## src/common/dtc_regs.vh

```
// Register map, field positions and reset values of the dual timer/counter block.
// Offsets are register indices; each register takes one aligned word, so its byte address is four times the index.
`ifndef DTC_REGS_VH
`define DTC_REGS_VH

`define DTC_OFF_CONTROL 10'h088
`define DTC_OFF_MODE 10'h089
`define DTC_OFF_A_LOWER 10'h08a
`define DTC_OFF_B_LOWER 10'h08b
`define DTC_OFF_A_UPPER 10'h08c
`define DTC_OFF_B_UPPER 10'h08d
`define DTC_OFF_CONFIG_B 10'h091
`define DTC_OFF_A_RELOAD_LOWER 10'h092
`define DTC_OFF_B_RELOAD_LOWER 10'h093
`define DTC_OFF_A_RELOAD_UPPER 10'h094
`define DTC_OFF_B_RELOAD_UPPER 10'h095

`define DTC_CTL_B_OVF 7
`define DTC_CTL_B_RUN 6
`define DTC_CTL_A_OVF 5
`define DTC_CTL_A_RUN 4
`define DTC_CTL_B_REQ 3
`define DTC_CTL_B_EDGE 2
`define DTC_CTL_A_REQ 1
`define DTC_CTL_A_EDGE 0

`define DTC_MODE_B_QUAL 7
`define DTC_MODE_B_SRC 6
`define DTC_MODE_A_QUAL 3
`define DTC_MODE_A_SRC 2

`define DTC_MODE_VAR 2'b00
`define DTC_MODE_RELOAD16 2'b01
`define DTC_MODE_RELOAD8 2'b10
`define DTC_MODE_SPLIT 2'b11

`define DTC_CONTROL_RST 8'h00
`define DTC_MODE_RST 8'h00
`define DTC_CONFIG_B_RST 8'h24
`define DTC_RELOAD_RST 8'h00

`endif

```

## src/rtl/dtc_pin_edge.v

```verilog
// Pin sampler: registers a synchronous pin once per clock and flags a high-to-low step.
// Assumes the pin is already synchronous to pclk.
`timescale 1ns/1ps
`default_nettype none
module dtc_pin_edge (
    input wire pclk,
    input wire presetn,
    input wire pin,
    output reg sample_r,
    output wire fall
);
    // Reset to high, so a pin held low at release is taken as a falling edge in the first cycle
    always @(posedge pclk or negedge presetn) begin
        if (!presetn) begin
            sample_r <= 1'b1;
        end else begin
            sample_r <= pin;
        end
    end

    assign fall = sample_r & ~pin;
endmodule
`default_nettype wire

```

## src/rtl/dtc_counter.v

```verilog
// One 16-bit timer/counter datapath: upper and lower bytes, modes 0 to 2, split lower half of mode 3.
// Assumes the top resolves run, gating and software writes; the upper byte of split mode lives in the top.
`timescale 1ns/1ps
`include "dtc_regs.vh"
`default_nettype none
module dtc_counter (
    input wire [1:0] mode,
    input wire [2:0] pwidth,
    input wire tick,
    input wire [7:0] lower,
    input wire [7:0] upper,
    input wire [7:0] rld_lower,
    input wire [7:0] rld_upper,
    output reg [7:0] lower_nxt,
    output reg [7:0] upper_nxt,
    output reg ovf
);
    reg [7:0] pmask;
    reg [8:0] lsum;
    reg [8:0] usum;

    always @* begin
        pmask = 8'hff >> (3'd7 - pwidth);
        lsum = {1'b0, lower} + 9'h001;
        usum = {1'b0, upper} + 9'h001;
        lower_nxt = lower;
        upper_nxt = upper;
        ovf = 1'b0;
        if (tick) begin
            case (mode)
                `DTC_MODE_VAR: begin
                    // Unused prescaler bits are left as they were; software must ignore them
                    lower_nxt = (lower & ~pmask) | (lsum[7:0] & pmask);
                    if ((lower & pmask) == pmask) begin
                        upper_nxt = usum[7:0];
                        ovf = usum[8];
                    end
                end
                `DTC_MODE_RELOAD16: begin
                    lower_nxt = lsum[7:0];
                    if (lsum[8]) begin
                        upper_nxt = usum[7:0];
                        if (usum[8]) begin
                            lower_nxt = rld_lower;
                            upper_nxt = rld_upper;
                            ovf = 1'b1;
                        end
                    end
                end
                `DTC_MODE_RELOAD8: begin
                    lower_nxt = lsum[8] ? upper : lsum[7:0];
                    ovf = lsum[8];
                end
                default: begin
                    lower_nxt = lsum[7:0];
                    ovf = lsum[8];
                end
            endcase
        end
    end
endmodule
`default_nettype wire

```

## src/rtl/dtc_top.v

```verilog
// Dual timer/counter with control, mode, count, prescale and reload registers on APB.
// Assumes synchronous pins and a processor that pulses the vector acknowledges.
//
// Behaviour
// - Mode 0 is upper byte behind prescaler
// - Reset prescaler gives 13-bit mode 0
// - Mode 0 rollover sets overflow flag
// - Count when run and gate pin permits
// - Mode 0 unused lower bits are indeterminate
// - Run bit never alters the count
// - Gate bits at mode bits 7, 3
// - Mode 1 counts 16 bits, reloads, flags
// - Reload registers reset to zero
// - Mode 2 reloads lower from upper byte
// - Counter B in mode 3 holds
// - A mode 3 lower byte uses A controls
// - A mode 3 upper byte uses B controls
// - B mode 3 toggles stop, overflow stays
// - Control bits 7..4 overflow and run
// - Vector acknowledge clears overflow flag
// - Edge mode sets request on falling edge
// - Level mode request follows inverted pin
// - Control bits 3..0 request and edge
// - Mode register fields for B and A
// - Source bit picks clock or pin
// - Mode bits select four operating modes
// - Timer counts once per clock
// - Counter counts sampled high-to-low steps
// - Prescale field plus one, resets 100
//
// Design decision made here: the APB interface to the registers.
`timescale 1ns/1ps
`include "dtc_regs.vh"
`default_nettype none
module dtc_top (
    input wire pclk,
    input wire presetn,
    input wire psel,
    input wire penable,
    input wire pwrite,
    input wire [11:0] paddr,
    input wire [31:0] pwdata,
    output reg [31:0] prdata,
    output reg pready,
    output reg pslverr,
    input wire count_pin_a,
    input wire count_pin_b,
    input wire extpin_a,
    input wire extpin_b,
    input wire ctr_a_vector_ack,
    input wire ctr_b_vector_ack,
    input wire extreq_a_vector_ack,
    input wire extreq_b_vector_ack,
    output reg ctr_a_overflow_flag,
    output reg ctr_b_overflow_flag,
    output reg extreq_a_flag,
    output reg extreq_b_flag,
    output reg ctr_b_overflow_pulse
);
    reg [7:0] control_r;
    reg [7:0] mode_r;
    reg [7:0] config_b_r;
    reg [7:0] ctr_a_lower_r;
    reg [7:0] ctr_a_upper_r;
    reg [7:0] ctr_b_lower_r;
    reg [7:0] ctr_b_upper_r;
    reg [7:0] ctr_a_reload_lower_r;
    reg [7:0] ctr_a_reload_upper_r;
    reg [7:0] ctr_b_reload_lower_r;
    reg [7:0] ctr_b_reload_upper_r;

    wire cnt_a_fall;
    wire cnt_b_fall;
    wire ext_a_smp;
    wire ext_a_fall;
    wire ext_b_smp;
    wire ext_b_fall;

    dtc_pin_edge u_cnt_a (.pclk(pclk), .presetn(presetn), .pin(count_pin_a), .sample_r(), .fall(cnt_a_fall));
    dtc_pin_edge u_cnt_b (.pclk(pclk), .presetn(presetn), .pin(count_pin_b), .sample_r(), .fall(cnt_b_fall));
    dtc_pin_edge u_ext_a (.pclk(pclk), .presetn(presetn), .pin(extpin_a), .sample_r(ext_a_smp), .fall(ext_a_fall));
    dtc_pin_edge u_ext_b (.pclk(pclk), .presetn(presetn), .pin(extpin_b), .sample_r(ext_b_smp), .fall(ext_b_fall));

    wire [1:0] mode_a = mode_r[1:0];
    wire [1:0] mode_b = mode_r[5:4];
    wire ctr_a_run = control_r[`DTC_CTL_A_RUN];
    wire ctr_b_run = control_r[`DTC_CTL_B_RUN];
    wire split_a = (mode_a == `DTC_MODE_SPLIT);

    // Gate uses the sampled pin level, source picks clock or sampled falling edge
    wire gate_a = ctr_a_run & (~mode_r[`DTC_MODE_A_QUAL] | ext_a_smp);
    wire gate_b = ctr_b_run & (~mode_r[`DTC_MODE_B_QUAL] | ext_b_smp);
    wire src_a = mode_r[`DTC_MODE_A_SRC] ? cnt_a_fall : 1'b1;
    wire src_b = mode_r[`DTC_MODE_B_SRC] ? cnt_b_fall : 1'b1;
    wire tick_a = gate_a & src_a;
    // B holds in its own mode 3 exactly as with run cleared; leaving mode 3 restarts it
    wire tick_b = gate_b & src_b & (mode_b != `DTC_MODE_SPLIT);

    wire [7:0] a_lower_nxt;
    wire [7:0] a_upper_nxt;
    wire a_ovf;
    wire [7:0] b_lower_nxt;
    wire [7:0] b_upper_nxt;
    wire b_ovf;

    dtc_counter u_ctr_a (
        .mode(mode_a),
        .pwidth(config_b_r[2:0]),
        .tick(tick_a),
        .lower(ctr_a_lower_r),
        .upper(ctr_a_upper_r),
        .rld_lower(ctr_a_reload_lower_r),
        .rld_upper(ctr_a_reload_upper_r),
        .lower_nxt(a_lower_nxt),
        .upper_nxt(a_upper_nxt),
        .ovf(a_ovf)
    );

    dtc_counter u_ctr_b (
        .mode(mode_b),
        .pwidth(config_b_r[5:3]),
        .tick(tick_b),
        .lower(ctr_b_lower_r),
        .upper(ctr_b_upper_r),
        .rld_lower(ctr_b_reload_lower_r),
        .rld_upper(ctr_b_reload_upper_r),
        .lower_nxt(b_lower_nxt),
        .upper_nxt(b_upper_nxt),
        .ovf(b_ovf)
    );

    // Split upper byte of A counts clocks under B's run bit only, no gate
    wire ah_tick = split_a & ctr_b_run;
    wire [8:0] ah_sum = {1'b0, ctr_a_upper_r} + 9'h001;
    wire ah_ovf = ah_tick & ah_sum[8];
    wire [7:0] a_upper_eff = split_a ? (ah_tick ? ah_sum[7:0] : ctr_a_upper_r) : a_upper_nxt;

    wire set_a_ovf = a_ovf;
    wire set_b_ovf = ah_ovf | b_ovf;

    // APB decode; zero wait states. One register per word; a misaligned address decodes as unmapped
    wire [9:0] pidx = (paddr[1:0] == 2'b00) ? paddr[11:2] : 10'h3ff;
    wire wr = psel & penable & pwrite;
    wire rd_setup = psel & ~penable & ~pwrite;
    wire wr_ctl = wr & (pidx == `DTC_OFF_CONTROL);

    function hit_known;
        input [9:0] a;
        begin
            case (a)
                `DTC_OFF_CONTROL, `DTC_OFF_MODE, `DTC_OFF_A_LOWER, `DTC_OFF_B_LOWER,
                `DTC_OFF_A_UPPER, `DTC_OFF_B_UPPER, `DTC_OFF_CONFIG_B,
                `DTC_OFF_A_RELOAD_LOWER, `DTC_OFF_B_RELOAD_LOWER,
                `DTC_OFF_A_RELOAD_UPPER, `DTC_OFF_B_RELOAD_UPPER: hit_known = 1'b1;
                default: hit_known = 1'b0;
            endcase
        end
    endfunction

    // Software value of a flag, then acknowledge clear, then hardware set wins
    function flag_next;
        input cur;
        input swr;
        input swv;
        input ack;
        input hwset;
        reg v;
        begin
            v = swr ? swv : cur;
            if (ack) begin
                v = 1'b0;
            end
            flag_next = v | hwset;
        end
    endfunction

    reg [7:0] control_nxt;
    reg [7:0] rd_nxt;

    always @* begin
        control_nxt = control_r;
        if (wr_ctl) begin
            control_nxt = pwdata[7:0];
        end
        control_nxt[`DTC_CTL_A_OVF] = flag_next(control_r[`DTC_CTL_A_OVF], wr_ctl, pwdata[`DTC_CTL_A_OVF],
                                                ctr_a_vector_ack, set_a_ovf);
        control_nxt[`DTC_CTL_B_OVF] = flag_next(control_r[`DTC_CTL_B_OVF], wr_ctl, pwdata[`DTC_CTL_B_OVF],
                                                ctr_b_vector_ack, set_b_ovf);
        // Edge mode: sticky, ack clears; level mode: flag mirrors inverted pin
        if (control_nxt[`DTC_CTL_A_EDGE]) begin
            control_nxt[`DTC_CTL_A_REQ] = flag_next(control_r[`DTC_CTL_A_REQ], wr_ctl, pwdata[`DTC_CTL_A_REQ],
                                                    extreq_a_vector_ack, ext_a_fall);
        end else begin
            control_nxt[`DTC_CTL_A_REQ] = ~extpin_a;
        end
        if (control_nxt[`DTC_CTL_B_EDGE]) begin
            control_nxt[`DTC_CTL_B_REQ] = flag_next(control_r[`DTC_CTL_B_REQ], wr_ctl, pwdata[`DTC_CTL_B_REQ],
                                                    extreq_b_vector_ack, ext_b_fall);
        end else begin
            control_nxt[`DTC_CTL_B_REQ] = ~extpin_b;
        end
    end

    always @* begin
        case (pidx)
            `DTC_OFF_CONTROL: rd_nxt = control_r;
            `DTC_OFF_MODE: rd_nxt = mode_r;
            `DTC_OFF_A_LOWER: rd_nxt = ctr_a_lower_r;
            `DTC_OFF_B_LOWER: rd_nxt = ctr_b_lower_r;
            `DTC_OFF_A_UPPER: rd_nxt = ctr_a_upper_r;
            `DTC_OFF_B_UPPER: rd_nxt = ctr_b_upper_r;
            `DTC_OFF_CONFIG_B: rd_nxt = config_b_r;
            `DTC_OFF_A_RELOAD_LOWER: rd_nxt = ctr_a_reload_lower_r;
            `DTC_OFF_B_RELOAD_LOWER: rd_nxt = ctr_b_reload_lower_r;
            `DTC_OFF_A_RELOAD_UPPER: rd_nxt = ctr_a_reload_upper_r;
            `DTC_OFF_B_RELOAD_UPPER: rd_nxt = ctr_b_reload_upper_r;
            default: rd_nxt = 8'h00;
        endcase
    end

    always @(posedge pclk or negedge presetn) begin
        if (!presetn) begin
            control_r <= `DTC_CONTROL_RST;
            mode_r <= `DTC_MODE_RST;
            config_b_r <= `DTC_CONFIG_B_RST;
            ctr_a_lower_r <= 8'h00;
            ctr_a_upper_r <= 8'h00;
            ctr_b_lower_r <= 8'h00;
            ctr_b_upper_r <= 8'h00;
            ctr_a_reload_lower_r <= `DTC_RELOAD_RST;
            ctr_a_reload_upper_r <= `DTC_RELOAD_RST;
            ctr_b_reload_lower_r <= `DTC_RELOAD_RST;
            ctr_b_reload_upper_r <= `DTC_RELOAD_RST;
            prdata <= 32'h00000000;
            pready <= 1'b0;
            pslverr <= 1'b0;
            ctr_a_overflow_flag <= 1'b0;
            ctr_b_overflow_flag <= 1'b0;
            extreq_a_flag <= 1'b0;
            extreq_b_flag <= 1'b0;
            ctr_b_overflow_pulse <= 1'b0;
        end else begin
            control_r <= control_nxt;
            ctr_a_overflow_flag <= control_nxt[`DTC_CTL_A_OVF];
            ctr_b_overflow_flag <= control_nxt[`DTC_CTL_B_OVF];
            extreq_a_flag <= control_nxt[`DTC_CTL_A_REQ];
            extreq_b_flag <= control_nxt[`DTC_CTL_B_REQ];
            // B's own overflow, usable as a baud tick even without its flag
            ctr_b_overflow_pulse <= b_ovf;
            // Count updates run freely; the run bit only gates ticks
            // A software write to a count byte wins over the tick in that cycle
            ctr_a_lower_r <= (wr && pidx == `DTC_OFF_A_LOWER) ? pwdata[7:0] : a_lower_nxt;
            ctr_a_upper_r <= (wr && pidx == `DTC_OFF_A_UPPER) ? pwdata[7:0] : a_upper_eff;
            ctr_b_lower_r <= (wr && pidx == `DTC_OFF_B_LOWER) ? pwdata[7:0] : b_lower_nxt;
            ctr_b_upper_r <= (wr && pidx == `DTC_OFF_B_UPPER) ? pwdata[7:0] : b_upper_nxt;
            if (wr && pidx == `DTC_OFF_MODE) begin
                mode_r <= pwdata[7:0];
            end
            if (wr && pidx == `DTC_OFF_CONFIG_B) begin
                config_b_r <= pwdata[7:0];
            end
            if (wr && pidx == `DTC_OFF_A_RELOAD_LOWER) begin
                ctr_a_reload_lower_r <= pwdata[7:0];
            end
            if (wr && pidx == `DTC_OFF_B_RELOAD_LOWER) begin
                ctr_b_reload_lower_r <= pwdata[7:0];
            end
            if (wr && pidx == `DTC_OFF_A_RELOAD_UPPER) begin
                ctr_a_reload_upper_r <= pwdata[7:0];
            end
            if (wr && pidx == `DTC_OFF_B_RELOAD_UPPER) begin
                ctr_b_reload_upper_r <= pwdata[7:0];
            end
            // Ready is raised in the setup cycle so the access phase completes at once
            pready <= psel & ~penable;
            pslverr <= psel & ~penable & ~hit_known(pidx);
            if (rd_setup) begin
                prdata <= {24'h000000, rd_nxt};
            end
        end
    end
endmodule
`default_nettype wire

```

## config.mk

```make
export PLATFORM = sky130hd
export DESIGN_NAME = dtc_top
export DESIGN_NICKNAME = d
export VERILOG_FILES = /design/src/rtl/dtc_pin_edge.v /design/src/rtl/dtc_counter.v /design/src/rtl/dtc_top.v
export VERILOG_INCLUDE_DIRS = /design/src /design/src/common
export SDC_FILE = /design/constraint.sdc
export NUM_CORES = 1
export LEC_CHECK = 0
export ABC_AREA = 1
export BUFFER_PORTS_ARGS = -buffer_cell sky130_fd_sc_hd__buf_2
export CORE_MARGIN = 10
export CORE_UTILIZATION = 46
export DETAILED_ROUTE_END_ITERATION = 8
export PLACE_DENSITY_LB_ADDON = 0.08
export SYNTH_ARGS = -nofsm -noshare
export SYNTH_HDL_FRONTEND = slang
export SYNTH_SLANG_ARGS = --single-unit
```

## constraint.sdc

```tcl
create_clock -name pclk -period 1.9 [get_ports pclk]
set_clock_uncertainty 0.05 [all_clocks]
set_input_delay 0.19 -clock pclk [delete_from_list [all_inputs] [get_ports pclk]]
set_output_delay 0.19 -clock pclk [all_outputs]
set_load 0.01 [all_outputs]
```

==> results_tabular.tex <==
\begin{tabular}{lr}
\hline
Metric & Value \\
\hline
\multicolumn{2}{l}{\textbf{Power}} \\
Ratio of total power to cell area & 505 nW/µm² \\
Internal Pwr Total & 3.57 mW \\
Static leakage & 4.84 nW \\
Power share of the clock group & 46.3\% \\
Proportion of power drawn by combinational gates & 6.2\% \\
Net switching fraction of the power & 23.3\% \\
Total power & 4.65 mW \\
Max IR drop VDD & 431 µV \\
Total net switching power & 1.08 mW \\
Register share of total power & 47.6\% \\
\multicolumn{2}{l}{\textbf{Job}} \\
MaxCap Viol Count & 0 \\
\multicolumn{2}{l}{\textbf{Place}} \\
Number of input and output port buffers inserted & 47 \\
Gp weighted congestion & 0.997 \\
Worst slack at placement & -0.0935 ns \\
Post-DP HPWL & 20400 µm \\
\multicolumn{2}{l}{\textbf{Floorplan}} \\
Die area & 21700 µm² \\
Row Count & 46 \\
Area of the placeable core & 15900 µm² \\
IO Pins & 96 \\
Die X & 147 µm \\
Effective utilization at floorplan & 47.0\% \\
Die extent in y & 147 µm \\
\multicolumn{2}{l}{\textbf{STA}} \\
Final worst slack & 0.0937 ns \\
Pin slew with the least headroom to its limit & 0.618 ns \\
Final Max Slew Viols & 0 \\
Setup repair after global routing missed its margin & yes \\
Final setup viols & 0 \\
Final TNS setup & 0 ns \\
Number of hold-slack violations in the final timing report & 0 \\
Slew HR & 58.7\% \\
Post-route clock period utilization & 95.1\% \\
Max Clk Rate & 554 MHz \\
Post-route minimum period & 1.81 ns \\
\multicolumn{2}{l}{\textbf{Synthesis}} \\
Yosys cell types & 41 \\
Seq/Total Area, Yosys & 34.6\% \\
Netlist area before placement & 7460 µm² \\
Post-Synth Adder-Cell Area & 0.671\% \\
Post-synth EDFFs & 0 \\
Avg Synthesized Cell Area & 6.50 µm² \\
Compound-gate portion of the synthesized area & 13.8\% \\
Multiplexer share of the synthesized area & 0\% \\
Combinational family with the most area after synthesis & simple AND/OR/NAND/NOR gates \\
Count of warnings emitted by yosys & 0 \\
Basic-gate share of the synthesized area counting and, or, nand and nor cells & 37.3\% \\
Post-synth top flop & sky130\_fd\_sc\_hd\_\_dfrtp\_1 \\
Synthesized flop and latch total & 103 \\
Synth Area in XOR/XNOR & 1.53\% \\
Async set-reset flop share out of synthesis & 100\% \\
Gate Count Post-Synth & 1147 \\
\multicolumn{2}{l}{\textbf{Clock tree}} \\
Max Buffers Root-to-Sink & 2 \\
Post-CTS clock slew at the launch and capture registers of the worst setup and hold paths & 0.07 ns \\
Clock latency on the worst-skew pair & 0.37 ns \\
CTS Sinks & 103 \\
CTS tree & built \\
Htree depth & 3 \\
Clock Tree Root & sky130\_fd\_sc\_hd\_\_clkbuf\_16 \\
Number of buffers created by CTS & 9 \\
\multicolumn{2}{l}{\textbf{Route}} \\
\# DRC & 0 \\
Routed Antenna Nets & 0 \\
Mean routed wirelength per cell & 17.6 µm \\
First-pass detailed-route iteration total & 5 \\
Via count & 8107 \\
First-iteration detailed-routing DRC count & 904 \\
Final WL & 26600 µm \\
Per-cell via count in the routed design & 5.35 \\
\multicolumn{2}{l}{\textbf{Global routing}} \\
Number of antenna violations at the first check in global routing & 0 \\
First-pass GRT wire length & 41800 µm \\
GR Util All Layers & 24.4\% \\
Vias in the first global route & 7383 \\
Maximum number of pins on one net before global-route repair & 37 \\
Overflow left after global routing & 0 \\
\multicolumn{2}{l}{\textbf{Cells and area}} \\
Number of fill cells & 1585 \\
Total inserted antenna cells & 0 \\
Final net count & 1354 \\
Core utilization of the finished layout & 58.0\% \\
Most used cells in the layout excluding fill and tap cells & sky130\_fd\_sc\_hd\_\_nand2\_1 (343), sky130\_fd\_sc\_hd\_\_nand3\_1 (126), sky130\_fd\_sc\_hd\_\_inv\_1 (122), sky130\_fd\_sc\_hd\_\_buf\_4 (114), sky130\_fd\_sc\_hd\_\_o21ai\_0 (105) \\
Growth of design area from synthesis to finish & 23.6\% \\
Layout cells sized above 1 & 19.5\% \\
Leading cell type in the layout, fill and taps excluded & sky130\_fd\_sc\_hd\_\_nand2\_1 \\
\multicolumn{2}{l}{\textbf{Setup path}} \\
Number of buffers and inverters on the critical path & 2 \\
Critical Path End & ctr\_b\_lower\_r[5] \\
Cell family with most CP delay & simple AND/OR/NAND/NOR gates \\
Cell count of the worst reg-to-reg path & 10 \\
Setup slack of the most critical reg-to-reg path & 0.09 ns \\
Data required, critical path & 2.11 ns \\
Crit-path max FO & 5 \\
CP arrival & 2.01 ns \\
Cell with the largest stage delay on the worst path & sky130\_fd\_sc\_hd\_\_dfrtp\_1 \\
Reg-to-Reg Start & ctr\_b\_lower\_r[1] \\
Launching element type of the critical path & register \\
Cells traversed along the worst timing path & ha\_2, nand2\_2, nor2\_2, nand3\_2, buf\_4, buf\_4, o211ai\_1, nand2\_1, o21bai\_1, nand2\_1 \\
Endpoint of the lowest-slack register-to-register path & ctr\_b\_lower\_r[5] \\
Max incr delay on CP & 0.37 ns \\
Critical path type & register to register \\
Worst Setup SP & ctr\_b\_lower\_r[1] \\
Depth of the critical timing path with buffers and inverters included & 10 \\
Kind of capture point of the worst setup path & register \\
\multicolumn{2}{l}{\textbf{Worst hold path}} \\
Worst hold path class & primary input to register \\
\multicolumn{2}{l}{\textbf{Run status}} \\
Outcome & completed \\
\hline
\end{tabular}
[routing by layer]
| layer | up-vias | part of all wire, % | track usage [%] |
|---|---|---|---|
| met1 | 3689 | 47 | 36.0 |
| li1 | 3998 | - | - |
| met3 | 33 | 9.4 | 5.65 |
| met2 | 387 | 42 | 34.9 |
| met5 | - | 0 | 0 |
| met4 | 0 | 1.6 | 5.60 |
[power groups by stage]
| stage | registers (mW) | clock network, mW | logic (mW) |
|---|---|---|---|
| after floorplan | 2.26 | 0 | 0.136 |
| after global placement | 2.25 | 0 | 0.272 |
| after detailed placement | 2.25 | 0 | 0.273 |
| after CTS | 2.21 | 2.18 | 0.285 |
| after global routing | 2.21 | 2.27 | 0.316 |
| final | 2.21 | 2.15 | 0.287 |
[layout make-up]
cell class / count / area [µm²] / area share, %
Clock inverter: 6 / 109 / 1.18
Multi-Input combinational cell: 871 / 4210 / 45.7
Tap cell: 216 / 270 / 2.93
Clock buffer: 10 / 229 / 2.48
Timing Repair Buffer: 176 / 1320 / 14.3
Inverter: 132 / 495 / 5.37
Sequential cell: 103 / 2590 / 28.1
[flip-flops by register name, indices dropped and copies added (netlist names), 8 cells and up]
| name | flops |
|---|---|
| ctr_a_reload_lower_r | 8 |
| ctr_a_reload_upper_r | 8 |
| ctr_b_reload_upper_r | 8 |
| ctr_b_lower_r | 8 |
| ctr_a_upper_r | 8 |
| mode_r | 8 |
| prdata | 8 |
| ctr_b_upper_r | 8 |
| control_r | 8 |
| ctr_a_lower_r | 8 |
| config_b_r | 8 |
| ctr_b_reload_lower_r | 8 |
[worst min-delay path by stage]
stage / slack [ns] / cells after the start / end / start
floorplan: -0.16 / 0 / config_b_r[0] / presetn
global placement: 0.13 / 1 / ctr_b_lower_r[3] / presetn
detailed placement: 0.13 / 1 / ctr_b_lower_r[3] / presetn
CTS: 0.002 / 3 / ctr_b_lower_r[3] / pwdata[3]
global route: 0.02 / 3 / ctr_b_lower_r[3] / pwdata[3]
finish: 0.002 / 3 / ctr_b_lower_r[3] / pwdata[3]
[synthesized netlist by cell type, types with 4 or more instances]
cell type                  count  area share [%]
sky130_fd_sc_hd__nor2_1       90             4.5
sky130_fd_sc_hd__xnor2_1       4            0.47
sky130_fd_sc_hd__clkbuf_1     14            0.70
sky130_fd_sc_hd__dfrtp_1      97              33
sky130_fd_sc_hd__a21oi_1      40             2.7
sky130_fd_sc_hd__o211ai_1     14             1.4
sky130_fd_sc_hd__nor3_1       11            0.74
sky130_fd_sc_hd__buf_4        37             3.7
sky130_fd_sc_hd__buf_2        12            0.80
sky130_fd_sc_hd__nand4_2       4            0.67
sky130_fd_sc_hd__nand2_1     353              18
sky130_fd_sc_hd__nand4_1      30             2.5
sky130_fd_sc_hd__nor2_2        5            0.42
sky130_fd_sc_hd__o22ai_1       7            0.59
sky130_fd_sc_hd__inv_1       126             6.3
sky130_fd_sc_hd__dfstp_2       6             2.1
sky130_fd_sc_hd__xor2_1        9             1.1
sky130_fd_sc_hd__o21ai_0     115             7.7
sky130_fd_sc_hd__o21ai_1       8            0.54
sky130_fd_sc_hd__nand3_1     129             8.7
sky130_fd_sc_hd__ha_1          4            0.67
[cells by family after synthesis]
kind of cell / after synthesis
AOI/OAI and AO/OA: 192
and+or+nand+nor: 638
xor gates and xnor gates: 13
adders and majority gates: 4
other: 1
DFF: 103
buffers and inverters: 196
[tightest hold or removal path, stage by stage]
cell                      delay, ns
sky130_fd_sc_hd__buf_2         0.08
sky130_fd_sc_hd__nand2_1       0.04
sky130_fd_sc_hd__nand2_1       0.06
[per-stage QoR]
| step | hold WS [ns] | cell area [µm²] | instances |
|---|---|---|---|
| after global placement | 0.131 | 8640 | 1488 |
| after global routing | 0.0163 | 9220 | 1514 |
| after floorplan | -0.156 | 7550 | 1170 |
| after detailed placement | 0.131 | 8640 | 1488 |
| after CTS | 0.00186 | 9050 | 1511 |
| final | 0.00205 | 9220 | 1514 |
[what timing repair did]
item                       4_1_cts  5_1_grt
gates resized for setup          1       55
buffers inserted                 0        3
pin swaps                        0        7
setup endpoints to repair        1       33
hold buffers                     7        0
hold endpoints to repair        37        0
Note: power is estimated with default switching activity, not from simulation.
